[src/logic/ssr_pkg.sv]
/*
 Package for the eight-stage shift/store register: widths and reset values.
 Assumes nothing of its surroundings.
*/
package ssr_pkg;
   localparam int         SSR_STAGES     = 8;
   localparam logic [7:0] SSR_STAGE_RST  = 8'h00;
   localparam logic       SSR_BIT_RST    = 1'b0;
   localparam int         SSR_CASC_IDX   = 6;   // Stage seven, zero based
   localparam int         SSR_BUF_DEPTH  = 2;
   localparam logic [0:0] SSR_PTR_ONE    = 1'h1;
endpackage

[src/logic/ssr_shift_store.sv]
/*
 Eight-stage shift register with store latches and three-state parallel
 outputs, plus fast and slow cascade outputs. The pin clock is sampled on
 clk; its edges become one-cycle enables. Strobe falls push a captured
 word through a two-entry buffer toward a word consumer.
 Assumes all inputs synchronous to clk (10 MHz) and a slow pin clock.
*/
`timescale 1ns/1ps
module ssr_shift_store
   import ssr_pkg::*;
#(
   parameter int N = SSR_STAGES
)(
   input  wire logic         clk,
   input  wire logic         reset,
   input  wire logic         serial_in,
   input  wire logic         shift_clk,
   input  wire logic         strobe,
   input  wire logic         out_enable,
   output logic      [N-1:0] parallel_out_o,
   output logic      [N-1:0] parallel_out_oe,
   output logic              fast_serial_out,
   output logic              slow_serial_out,
   output logic      [N-1:0] word_data,
   output logic              word_valid,
   input  wire logic         word_ready,
   output logic              word_overrun
);
   logic [N-1:0] stage_r;
   logic [N-1:0] latch_r;
   logic         sclk_r;
   logic         strobe_r;
   logic         rise;
   logic         fall;
   logic         strobe_fall;
   logic         buf_in_ready;
   logic [N-1:0] buf_data;
   logic         buf_valid;
   logic         buf_pop;
   logic         stage_seven_value;

   ////////////////////////////////////////////////////////////////////////
   // Level now high, last sample low; shared by all three edge detectors
   function automatic logic ssr_edge(input logic now_lvl, input logic prev_lvl);
      return now_lvl && !prev_lvl;
   endfunction

   // Edge enables from the sampled pin clock and strobe
   assign rise              = ssr_edge(shift_clk, sclk_r);
   assign fall              = ssr_edge(sclk_r, shift_clk);
   assign strobe_fall       = ssr_edge(strobe_r, strobe);
   assign stage_seven_value = stage_r[SSR_CASC_IDX];

   always_ff @(posedge clk or posedge reset) begin
      if (reset) begin
         sclk_r   <= SSR_BIT_RST;
         strobe_r <= SSR_BIT_RST;
      end else begin
         sclk_r   <= shift_clk;
         strobe_r <= strobe;
      end
   end

   // Shift chain; stage one is bit 0
   always_ff @(posedge clk or posedge reset) begin
      if (reset) begin
         stage_r <= SSR_STAGE_RST;
      end else if (rise) begin
         stage_r <= {stage_r[N-2:0], serial_in};
      end
   end

   // Fast cascade output, a copy of the last stage
   always_ff @(posedge clk or posedge reset) begin
      if (reset) begin
         fast_serial_out <= SSR_BIT_RST;
      end else if (rise) begin
         fast_serial_out <= stage_seven_value;
      end
   end

   // Slow cascade output, half a shift clock later for slow links
   always_ff @(posedge clk or posedge reset) begin
      if (reset) begin
         slow_serial_out <= SSR_BIT_RST;
      end else if (fall) begin
         slow_serial_out <= fast_serial_out;
      end
   end

   // Store latches; transparency sees the post-shift stages a cycle late
   always_ff @(posedge clk or posedge reset) begin
      if (reset) begin
         latch_r <= SSR_STAGE_RST;
      end else if (strobe) begin
         latch_r <= stage_r;
      end else if (strobe_fall) begin
         latch_r <= stage_r;
      end
   end

   ////////////////////////////////////////////////////////////////////////
   // Three-state parallel pins; enable only gates drive, never the data
   always_ff @(posedge clk or posedge reset) begin
      if (reset) begin
         parallel_out_o  <= SSR_STAGE_RST;
         parallel_out_oe <= SSR_STAGE_RST;
      end else begin
         parallel_out_o  <= latch_r;
         parallel_out_oe <= {N{out_enable}};
      end
   end

   // Captured words buffered; a full buffer drops and flags the word
   ssr_skid_buf #(.WIDTH(N)) u_buf (
      .clk       (clk),
      .reset     (reset),
      .in_data   (stage_r),
      .in_valid  (strobe_fall),
      .in_ready  (buf_in_ready),
      .out_data  (buf_data),
      .out_valid (buf_valid),
      .out_ready (buf_pop)
   );

   assign buf_pop = buf_valid && (!word_valid || word_ready);

   // Registered word output stage
   always_ff @(posedge clk or posedge reset) begin
      if (reset) begin
         word_data    <= SSR_STAGE_RST;
         word_valid   <= SSR_BIT_RST;
         word_overrun <= SSR_BIT_RST;
      end else begin
         if (buf_pop) begin
            word_data <= buf_data;
         end
         if (buf_pop) begin
            word_valid <= 1'b1;
         end else if (word_ready) begin
            word_valid <= 1'b0;
         end
         word_overrun <= strobe_fall && !buf_in_ready;
      end
   end

   ////////////////////////////////////////////////////////////////////////
   // Checks
   property p_shift;
      @(posedge clk) disable iff (reset)
      rise |=> stage_r == {$past(stage_r[N-2:0]), $past(serial_in)};
   endproperty
   a_shift: assert property (p_shift) else $error("shift wrong");

   property p_fast;
      @(posedge clk) disable iff (reset)
      rise |=> fast_serial_out == stage_r[N-1];
   endproperty
   a_fast: assert property (p_fast) else $error("fast out wrong");

   property p_slow_hold;
      @(posedge clk) disable iff (reset)
      !fall |=> $stable(slow_serial_out);
   endproperty
   a_slow_hold: assert property (p_slow_hold) else $error("slow moved");

   property p_slow_upd;
      @(posedge clk) disable iff (reset)
      fall |=> slow_serial_out == $past(fast_serial_out);
   endproperty
   a_slow_upd: assert property (p_slow_upd) else $error("slow wrong");

   property p_hold;
      @(posedge clk) disable iff (reset)
      (!strobe && !strobe_fall) |=> $stable(latch_r);
   endproperty
   a_hold: assert property (p_hold) else $error("latch moved");

   property p_transp;
      @(posedge clk) disable iff (reset)
      strobe |=> ##1 parallel_out_o == $past(stage_r, 2);
   endproperty
   a_transp: assert property (p_transp) else $error("not transparent");

   property p_oe;
      @(posedge clk) disable iff (reset)
      1'b1 |=> parallel_out_oe == {N{$past(out_enable)}};
   endproperty
   a_oe: assert property (p_oe) else $error("enable wrong");

   property p_serial_free;
      @(posedge clk) disable iff (reset)
      (rise && !out_enable && !strobe) |=> fast_serial_out == $past(stage_r[SSR_CASC_IDX]);
   endproperty
   a_serial_free: assert property (p_serial_free) else $error("serial gated");

   c_shift:   cover property (@(posedge clk) disable iff (reset) rise ##[1:50] fall);
   c_capture: cover property (@(posedge clk) disable iff (reset) strobe_fall);
   c_float:   cover property (@(posedge clk) disable iff (reset) !out_enable && rise);
endmodule

[src/logic/ssr_skid_buf.sv]
/*
 Two-entry buffer with valid/ready on both sides, carries parallel words.
 Assumes one clock and an asynchronous active-high reset.
*/
`timescale 1ns/1ps
module ssr_skid_buf
   import ssr_pkg::*;
#(
   parameter int WIDTH = 8
)(
   input  wire logic             clk,
   input  wire logic             reset,
   input  wire logic [WIDTH-1:0] in_data,
   input  wire logic             in_valid,
   output logic                  in_ready,
   output logic      [WIDTH-1:0] out_data,
   output logic                  out_valid,
   input  wire logic             out_ready
);
   logic [WIDTH-1:0] mem_r [SSR_BUF_DEPTH];
   logic [0:0]       wr_ptr_r;
   logic [0:0]       rd_ptr_r;
   logic [1:0]       count_r;
   logic             push;
   logic             pop;

   ////////////////////////////////////////////////////////////////////////
   // Handshakes; full refuses input so a stalled reader loses nothing
   assign push      = in_valid && in_ready;
   assign pop       = out_valid && out_ready;
   assign in_ready  = (count_r != 2'(SSR_BUF_DEPTH));
   assign out_valid = (count_r != 2'h0);
   assign out_data  = mem_r[rd_ptr_r];

   // Storage
   always_ff @(posedge clk) begin
      if (push) begin
         mem_r[wr_ptr_r] <= in_data;
      end
   end

   // Pointers and fill level
   always_ff @(posedge clk or posedge reset) begin
      if (reset) begin
         wr_ptr_r <= 1'h0;
         rd_ptr_r <= 1'h0;
         count_r  <= 2'h0;
      end else begin
         if (push) begin
            wr_ptr_r <= wr_ptr_r + SSR_PTR_ONE;
         end
         if (pop) begin
            rd_ptr_r <= rd_ptr_r + SSR_PTR_ONE;
         end
         count_r <= count_r + 2'(push) - 2'(pop);
      end
   end
endmodule

[config.mk]
export PLATFORM = sky130hd
export DESIGN_NAME = ssr_shift_store
export DESIGN_NICKNAME = d
export VERILOG_FILES = /design/src/logic/ssr_pkg.sv /design/src/logic/ssr_shift_store.sv /design/src/logic/ssr_skid_buf.sv
export SDC_FILE = /design/constraint.sdc
export NUM_CORES = 1
export LEC_CHECK = 0
export ABC_AREA = 1
export BUFFER_PORTS_ARGS = -buffer_cell sky130_fd_sc_hd__buf_2
export CORE_MARGIN = 4
export CORE_UTILIZATION = 48
export DETAILED_ROUTE_END_ITERATION = 16
export HOLD_SLACK_MARGIN = 0.15
export PLACE_DENSITY = 0.69
export SYNTH_ARGS = -nofsm -noshare
export SYNTH_HDL_FRONTEND = slang
export SYNTH_SLANG_ARGS = --single-unit
[constraint.sdc]
create_clock -name clk -period 2.4 [get_ports clk]
set_input_delay 0.36 -clock clk [delete_from_list [all_inputs] [get_ports clk]]
set_output_delay 0.36 -clock clk [all_outputs]
set_load 0.1 [all_outputs]
Word level (Yosys, flattened, before mapping)
Memories as Yosys holds them, arrays and structs flattened. A register that Yosys moved wholly into a read port is not among the register bits.
Index checks and enable logic that the tools add are counted.
Widths: inputs -> output; s select.
- register bits: 35
- memory bits (writable): 16
- bits of input ports: 7
- output and inout bits: 28
- logic and storage cells: 41
- memories kept: 1
- memory list (name ; words ; width ; read ports ; clocked after memory_dff ; wr ports ; RTL line ; source):
    u_buf.mem_r ; 2 ; 8 ; 1 ; 1 ; 1 ; ssr_skid_buf.sv:20 ; logic [WIDTH-1:0] mem_r [SSR_BUF_DEPTH];
- add/sub/neg operators: 4
- equal/unequal tests: 1
- multiplexer cells: 6
- reductions and logical operators: 16
- operators with widths (cell ; number):
    $mux 8 ; 2
    $logic_and 1x1->1 ; 7
    $reduce_bool 2->1 ; 3
    $logic_not 1->1 ; 5
    $mux 1 ; 4
    $add 1x1->1 const B ; 2
    $add 2x1->2 ; 1
    $ne 2x2->1 const B ; 1
    $sub 2x1->2 ; 1
    $logic_or 1x1->1 ; 1

Depth between registers and ports, before layout
Gate-level depths: netlist of run 1.
- depth in word-level cells: 5
- gate-level depth with buffers: 9
- depth with buffers taken out: 9

Modules after synthesis
Synthesis of run 1 repeated with hierarchy kept, for this count alone.
- cell total of the unflattened synthesis: 204
- area total of the unflattened synthesis: 2303.5 µm²
- by module, submodules not included (module ; times used ; cells an instance ; area each (µm²) ; sequential area each (µm²)):
    ssr_shift_store ; 1 ; 129 ; 1467.7 ; 950.9
    ssr_skid_buf ; 1 ; 75 ; 835.8 ; 580.6

Worst setup path after synthesis of run 1
OpenSTA, ideal clock, no wires.
- path kind: register to register
- start: register word_valid
- end: register u_buf.count_r[1]
- library setup time: 116 ps
- arrival time: 1857 ps
- slack: 427 ps
- cell stages (with the launch flop): 9
- path buffers: 0
- clock period less this slack: 1973 ps
- cell sequence: dfrtp_1 inv_1 nor2_1 nor2_4 ha_1 inv_1 ha_1 nand3_1 nand2_1
- longest elaborated chain between the ends: 5
- ends and longest elaborated chain (item ; RTL line ; source):
    from (decl) ; ssr_shift_store.sv:25 ; output logic word_valid,
    from (signal assigned) ; ssr_shift_store.sv:132 ; word_valid <= SSR_BIT_RST;
    from (signal assigned) ; ssr_shift_store.sv:139 ; word_valid <= 1'b1;
    from (signal assigned) ; ssr_shift_store.sv:141 ; word_valid <= 1'b0;
    $logic_not 1->1 ; ssr_shift_store.sv:126 ; assign buf_pop = buf_valid && (!word_valid || word_ready);
    $logic_or 1x1->1 ; ssr_shift_store.sv:126 ;
    $logic_and 1x1->1 ; ssr_shift_store.sv:126 ;
    net buf_pop ; ssr_shift_store.sv:39 ; logic buf_pop;
    $logic_and 1x1->1 ; ssr_skid_buf.sv:30 ; assign pop = out_valid && out_ready;
    $sub 2x1->2 ; ssr_skid_buf.sv:55 ; count_r <= count_r + 2'(push) - 2'(pop);
    to (signal assigned) ; ssr_skid_buf.sv:55 ;
    to (decl) ; ssr_skid_buf.sv:23 ; logic [1:0] count_r;
The timed path passes the listed nets, and every way through them passes these cells.
A chain may end at the register's enable or synchronous reset.

Final worst setup path of run 1
- start: register, netlist name parallel_out_oe[0]
- end: output port parallel_out_oe[6]
- RTL lines (item ; RTL line ; source):
    to (decl) ; ssr_shift_store.sv:21 ; output logic [N-1:0] parallel_out_oe,
No word-level cell between the ends.

==> flow_summary.ini, run 1 <==
[worst_setup_path]
cp.required_ns = 2.04
setup.worst_path.class = flop to output port
max_stage_delay_ns = 0.46
cp_data_arrival_time_ns = 1.19
crit_chain = buf_2
cp_top_family = buffers and inverters
crit_path_top_delay_cell = buf_2
worstSetupStartpointType = flop
critPathCaptureType = output port
path_buf_inv = 1
path_max_fanout = 8

[cells_and_area]
drive_gt1_frac = 0.257
postLayoutCellArea_mm2 = 0.00258
diodes = 0
fin_cells = 297
nets = 249
area_growth_pct = 15.0

[floorplan]
io_pins = 35
fp.dieH_um = 76.3
std_cell_rows = 24
start_util = 0.504
die_x_um = 76.3
design.core.area_mm2 = 0.00444
die-area_mm2 = 0.00583

[synthesis]
syn_area_per_cell_um2 = 11.1
yosys_warnings = 0
netlist.area_leader.share = 0.469
synth-seq-cells = 58
synth_cell_types = 20
yosysTopAreaCell = dfrtp_1
syn_nets = 211
syn_inst = 202
synth_area_leaders = dfrtp_1 47%, edfxtp_1 21%, nand2_1 13%
netlist_area_mm2 = 0.00224
synth_seq_area_share = 0.683

[sta]
clock_skew_ns = 0.00509
finalSetupViolations = 0
rsz0062_at_grt = no
hold_slack_ns = 0.193
max_freq_ghz = 0.646
tightest_slew_ns = 0.904
period_minus_slack_ns = 1.55
finalMaxSlewViolations = 0
slew_headroom = 0.397
hold_viol = 0
fin_crit_sh = 0.645
tns_ns = 0

[clocking]
htreeDepth = 3
root_buffer = clkbuf_8
cts_buffers = 9
insertion_delay_ns = 0.32
cts_tree = done
clkTransAtPathRegs_ns = 0.06
cts_max_path_buffers = 2
clock_sinks = 58

[routing]
firstDrtPassIters = 6
drc = 0
wl_per_cell_um = 11.4
viasPerCell = 4.49
detail-route-antenna-nets = 0
dr.first_iter.drc_count = 48
vias = 1334
drt-total-wl_mm = 3.40

[place]
hpwl_mm = 2.38
numPortBuffers = 34
place.gp.congestion = 0.702
dpl_cell_area_mm2 = 0.00240
dp.cells = 280

[global_route]
overflow = 0
grt_use_total = 0.132
grt_pass1_wl_mm = 6.05
grt_max_degree = 25
antenna_found_initial = 0
grt_pass1_vias = 1345

[pwr]
leakagePower_nw = 1.33
irDropWorstVdd_v = 0.000737
power_density_mw_per_mm2 = 1410
p_total_mw = 3.63

[run]
cap_viol_max_count = 0

[outcome]
status = complete, no violations

[min_path]
hp-class = input pin to flop
==> registers in the layout (all words and copies together), names as in the netlist <==
register,flops
latch_r,8
parallel_out_o,8
parallel_out_oe,1
sclk_r,1
slow_serial_out,1
stage_r,8
strobe_r,1
u_buf.count_r,2
u_buf.mem_r,16
u_buf.rd_ptr_r,1
u_buf.wr_ptr_r,1
word_data,8
word_overrun,1
word_valid,1
==> layout by cell type, fill, tap and decap left out <==
cell type	Yosys	layout
a21oi_1	1	1
buf_2	0	34
buf_4	7	2
clkbuf_1	0	5
clkbuf_8	0	11
dfrtp_1	42	42
dlygate4sd3_1	0	1
edfxtp_1	16	16
ha_1	2	2
inv_1	22	22
inv_2	1	1
nand2_1	77	77
nand2_2	2	2
nand2_4	2	2
nand3_1	3	3
nor2_1	4	4
nor2_2	1	1
nor2_4	2	2
nor3_1	1	1
o21ai_0	1	1
o21ai_1	7	7
o21ai_2	8	8
==> Yosys cell counts <==
| cell | count |
|---|---|
| nand2_1 | 77 |
| nor2_4 | 2 |
| nor2_2 | 1 |
| o21ai_0 | 1 |
| buf_4 | 7 |
| ha_1 | 2 |
| nand3_1 | 3 |
| dfrtp_1 | 42 |
| inv_1 | 22 |
| o21ai_1 | 7 |
| nor2_1 | 4 |
| o21ai_2 | 8 |
| buf_6 | 2 |
| nor3_1 | 1 |
| edfxtp_1 | 16 |
| inv_2 | 1 |
| buf_12 | 1 |
| nand2_2 | 2 |
| nand2_4 | 2 |
| a21oi_1 | 1 |
==> what timing repair did <==
item                                    4_1_cts  5_1_grt
hold endpoints to repair                      1        0
resized for setup                             0        0
buffers inserted                              0        0
endpoints found under the setup margin        0        0
hold buffers                                  1        0
==> power by group <==
part | switching, mW | internal [mW] | leakage, nW
logic | 1.21 | 0.254 | 0.571
registers | 0.139 | 1.26 | 0.674
clock network | 0.332 | 0.434 | 0.0850
==> path summary, 6_finish.rpt <==
path                                    start  slack (ns)  depth (start not counted)            endpoint
min in group asynchronous               reset        0.23                          2    u_buf.count_r[1]
max                        parallel_out_oe[0]        0.85                          1  parallel_out_oe[6]
min                                 shift_clk        0.19                          1              sclk_r
max in group asynchronous               reset        1.48                          3   parallel_out_o[5]
min reg2reg                        latch_r[7]        0.38                          0   parallel_out_o[7]
max reg2reg                          strobe_r        0.89                          4   u_buf.mem_r[1][4]
==> stage by stage <==
step,setup WS [ns],utilization
floorplan,0.427,-
global placement,0.838,0.539
detailed placement,0.816,0.539
CTS,0.829,0.580
global route,0.784,0.580
finish,0.851,0.580
==> layer usage <==
| metal | GRT usage | vias up | wire length, um |
|---|---|---|---|
| met2 | 0.196 | 31 | 1590 |
| met5 | 0 | - | 0 |
| met1 | 0.171 | 604 | 1640 |
| met4 | 0.0924 | 0 | 19 |
| met3 | 0.0307 | 2 | 149 |
| li1 | - | 697 | - |
==> final cells by class <==
type	instances	area [um2]
fillers	397	1870
well taps	52	65.1
clock buffers	16	170
repair buffers	37	195
flip-flops and latches	58	1530
inverters	23	86.3
multi-input cells	111	528
==> kinds of logic after synthesis <==
kind of cell               count (synthesis)  share of synthesized area
and+or+nand+nor                           92                      0.173
adders and majority gates                  2                     0.0112
AOI/OAI and AO/OA                         17                     0.0514
buffers and inverters                     33                     0.0810
DFF                                       58                      0.683
No activity file was read; power rests on OpenSTA's default activity.
==> run 2, diff against run 1 <==
Settings changed: ABC_AREA 1 to 0, PLACE_DENSITY 0.69 to 0.7.
Clock period 2.4 ns to 1.6 ns, I/O delays scaled along.
==> flow_summary.ini, run 2 <==
[worst_setup_path]
path_max_fanout = 3
setup.worst_path.class = flop to flop
r2r_start = u_buf.count_r[1]
worstRegToRegCells = 7
crit_path_top_delay_cell = dfrtp_1
path_buf_inv = 1
critPathCaptureType = flop
r2r_end = u_buf.count_r[1]
max_stage_delay_ns = 0.41
r2r_setup_slack_ns = 0.1
cp_top_family = adder cells
cp.required_ns = 1.84
cp_data_arrival_time_ns = 1.74
crit_chain = nor2_2, a21oi_4, ha_1, inv_1, ha_1, xnor2_1, xnor2_1
worstSetupStartpointType = flop

[synthesis]
yosysTopAreaCell = dfrtp_1
post-synth-top-count-cell = dfrtp_1
syn_nets = 151
netlist_area_mm2 = 0.00214
async_flop_share = 0.724
syn_inst = 142
synth_area_leaders = dfrtp_1 49%, edfxtp_1 22%, mux2_2 13%
synth_ff_type = dfrtp_1
synth_edf_count = 16
synthTopCellsByCount = 42 x dfrtp_1, 25 x mux2_2, 24 x nand2_1, 16 x edfxtp_1, 7 x buf_4
yosys_warnings = 0
synth_cell_types = 19
syn_area_per_cell_um2 = 15.1
synth-seq-cells = 58
synth_seq_area_share = 0.715
netlist.area_leader.share = 0.491

[clocking]
clkTransAtPathRegs_ns = 0.06
cts_tree = done
insertion_delay_ns = 0.32
root_buffer = clkbuf_8
htreeDepth = 3
cts_buffers = 9
clock_sinks = 58
cts_max_path_buffers = 2

[cells_and_area]
area_growth_pct = 19.3
largest_reg_flops = 16
regMostFlops = u_buf.mem_r
diodes = 0
layout_commonest_cell = dfrtp_1
layout_common_cells = 40 x dfrtp_1, 34 x buf_2, 25 x mux2_2
nets = 195
drive_gt1_frac = 0.403

[place]
hpwl_mm = 2.11
numPortBuffers = 34
place.gp.congestion = 0.680

[sta]
period_minus_slack_ns = 1.50
rsz0062_at_grt = no
hold_slack_ns = 0.203
fin_crit_sh = 0.939
clock_skew_ns = 0.00527
slew_headroom = 0.665
finalMaxSlewViolations = 0
finalSetupViolations = 0
max_freq_ghz = 0.665
tightest_slew_ns = 0.502
hold_viol = 0

[floorplan]
die-area_mm2 = 0.00559
die_x_um = 74.8
start_util = 0.495
io_pins = 35
design.core.area_mm2 = 0.00432
fp.dieH_um = 74.8
std_cell_rows = 24

[run]
cap_viol_max_count = 0

[global_route]
grt_pass1_vias = 1163
grt_max_degree = 43
antenna_found_initial = 0
grt_pass1_wl_mm = 5.27
grt_use_total = 0.134
overflow = 0

[routing]
wl_met3_um = 188
top_layer = met4
viasPerCell = 4.67
vias = 1136
drc = 0
firstDrtPassIters = 4
detail-route-antenna-nets = 0
drt-total-wl_mm = 3.11
dr.first_iter.drc_count = 32
wl_per_cell_um = 12.8
met2_length_mm = 1.54
routedLengthMet1_mm = 1.30

[outcome]
status = complete, no violations

[min_path]
hold_depth = 3
min-delay-start = strobe
hp-class = input pin to flop
min_to = word_overrun
run 2: cell count changes after synthesis, sizes merged, moves of 2 or more:
cell	previous run	this run
buf	10	8
mux2	0	25
clkbuf	0	2
nand3	3	0
nand2	81	24
nand2b	0	4
inv	23	6
nor2	7	4
o21ai	16	1
xnor2	0	3
run 2: stage by stage:
stage | worst slack, ns | utilization | area, um2 | TNS, ns | instances
floorplan | -0.114 | - | 2150 | -0.114 | 142
global placement | 0.129 | 0.539 | 2330 | 0 | 221
detailed placement | 0.0445 | 0.539 | 2330 | 0 | 221
CTS | 0.0321 | 0.590 | 2550 | 0 | 243
global route | 0.00550 | 0.591 | 2550 | 0 | 243
finish | 0.0971 | 0.591 | 2550 | 0 | 243
run 2: layer usage:
layer,global-route usage,up-vias
met5,0,-
met4,0.0830,0
met3,0.0534,8
met2,0.207,30
met1,0.158,547
li1,-,551
run 2: tightest hold or removal path, stage by stage:
cell,delay [ns]
buf_2,0.10
nand2b_1,0.11
nor2_1,0.04
run 2: cell type report:
type	instances	area [um2]
fill	350	1770
inverter	6	22.5
tap	52	65.1
clock buffer	16	160
timing repair buffer	43	253
sequential	58	1540
multi-input combinational	68	518
run 2: how the worst max path moves through the flow:
stage,from,to,cells past startpoint
after floorplan,word_valid,u_buf.count_r[1],6
after global placement,u_buf.count_r[1],u_buf.count_r[1],7
after detailed placement,u_buf.count_r[0],u_buf.count_r[1],7
after CTS,u_buf.count_r[1],u_buf.count_r[1],7
after global routing,u_buf.count_r[0],u_buf.count_r[1],7
final,u_buf.count_r[1],u_buf.count_r[1],7
run 2: kinds of logic (layout without fill, tap and decap cells):
family          after synthesis  in the layout  synth area share
buf+inv                      16             65            0.0438
xor+xnor                      4              4            0.0164
fa+ha+maj                     2              2            0.0117
mux                          25             25             0.132
compound gates                2              2           0.00994
flops                        58             58             0.715
simple gates                 35             35            0.0713
run 2: what timing repair did:
action / 4_1_cts / 5_1_grt
endpoints found under the hold margin: 47 / 0
hold buffers: 6 / 0
buffers inserted: 0 / 0
gates resized for setup: 0 / 1
endpoints found under the setup margin: 0 / 1
Power of run 2 is not shown: default switching activity piles up to over one toggle a cycle in this logic, so the estimate is an artifact.
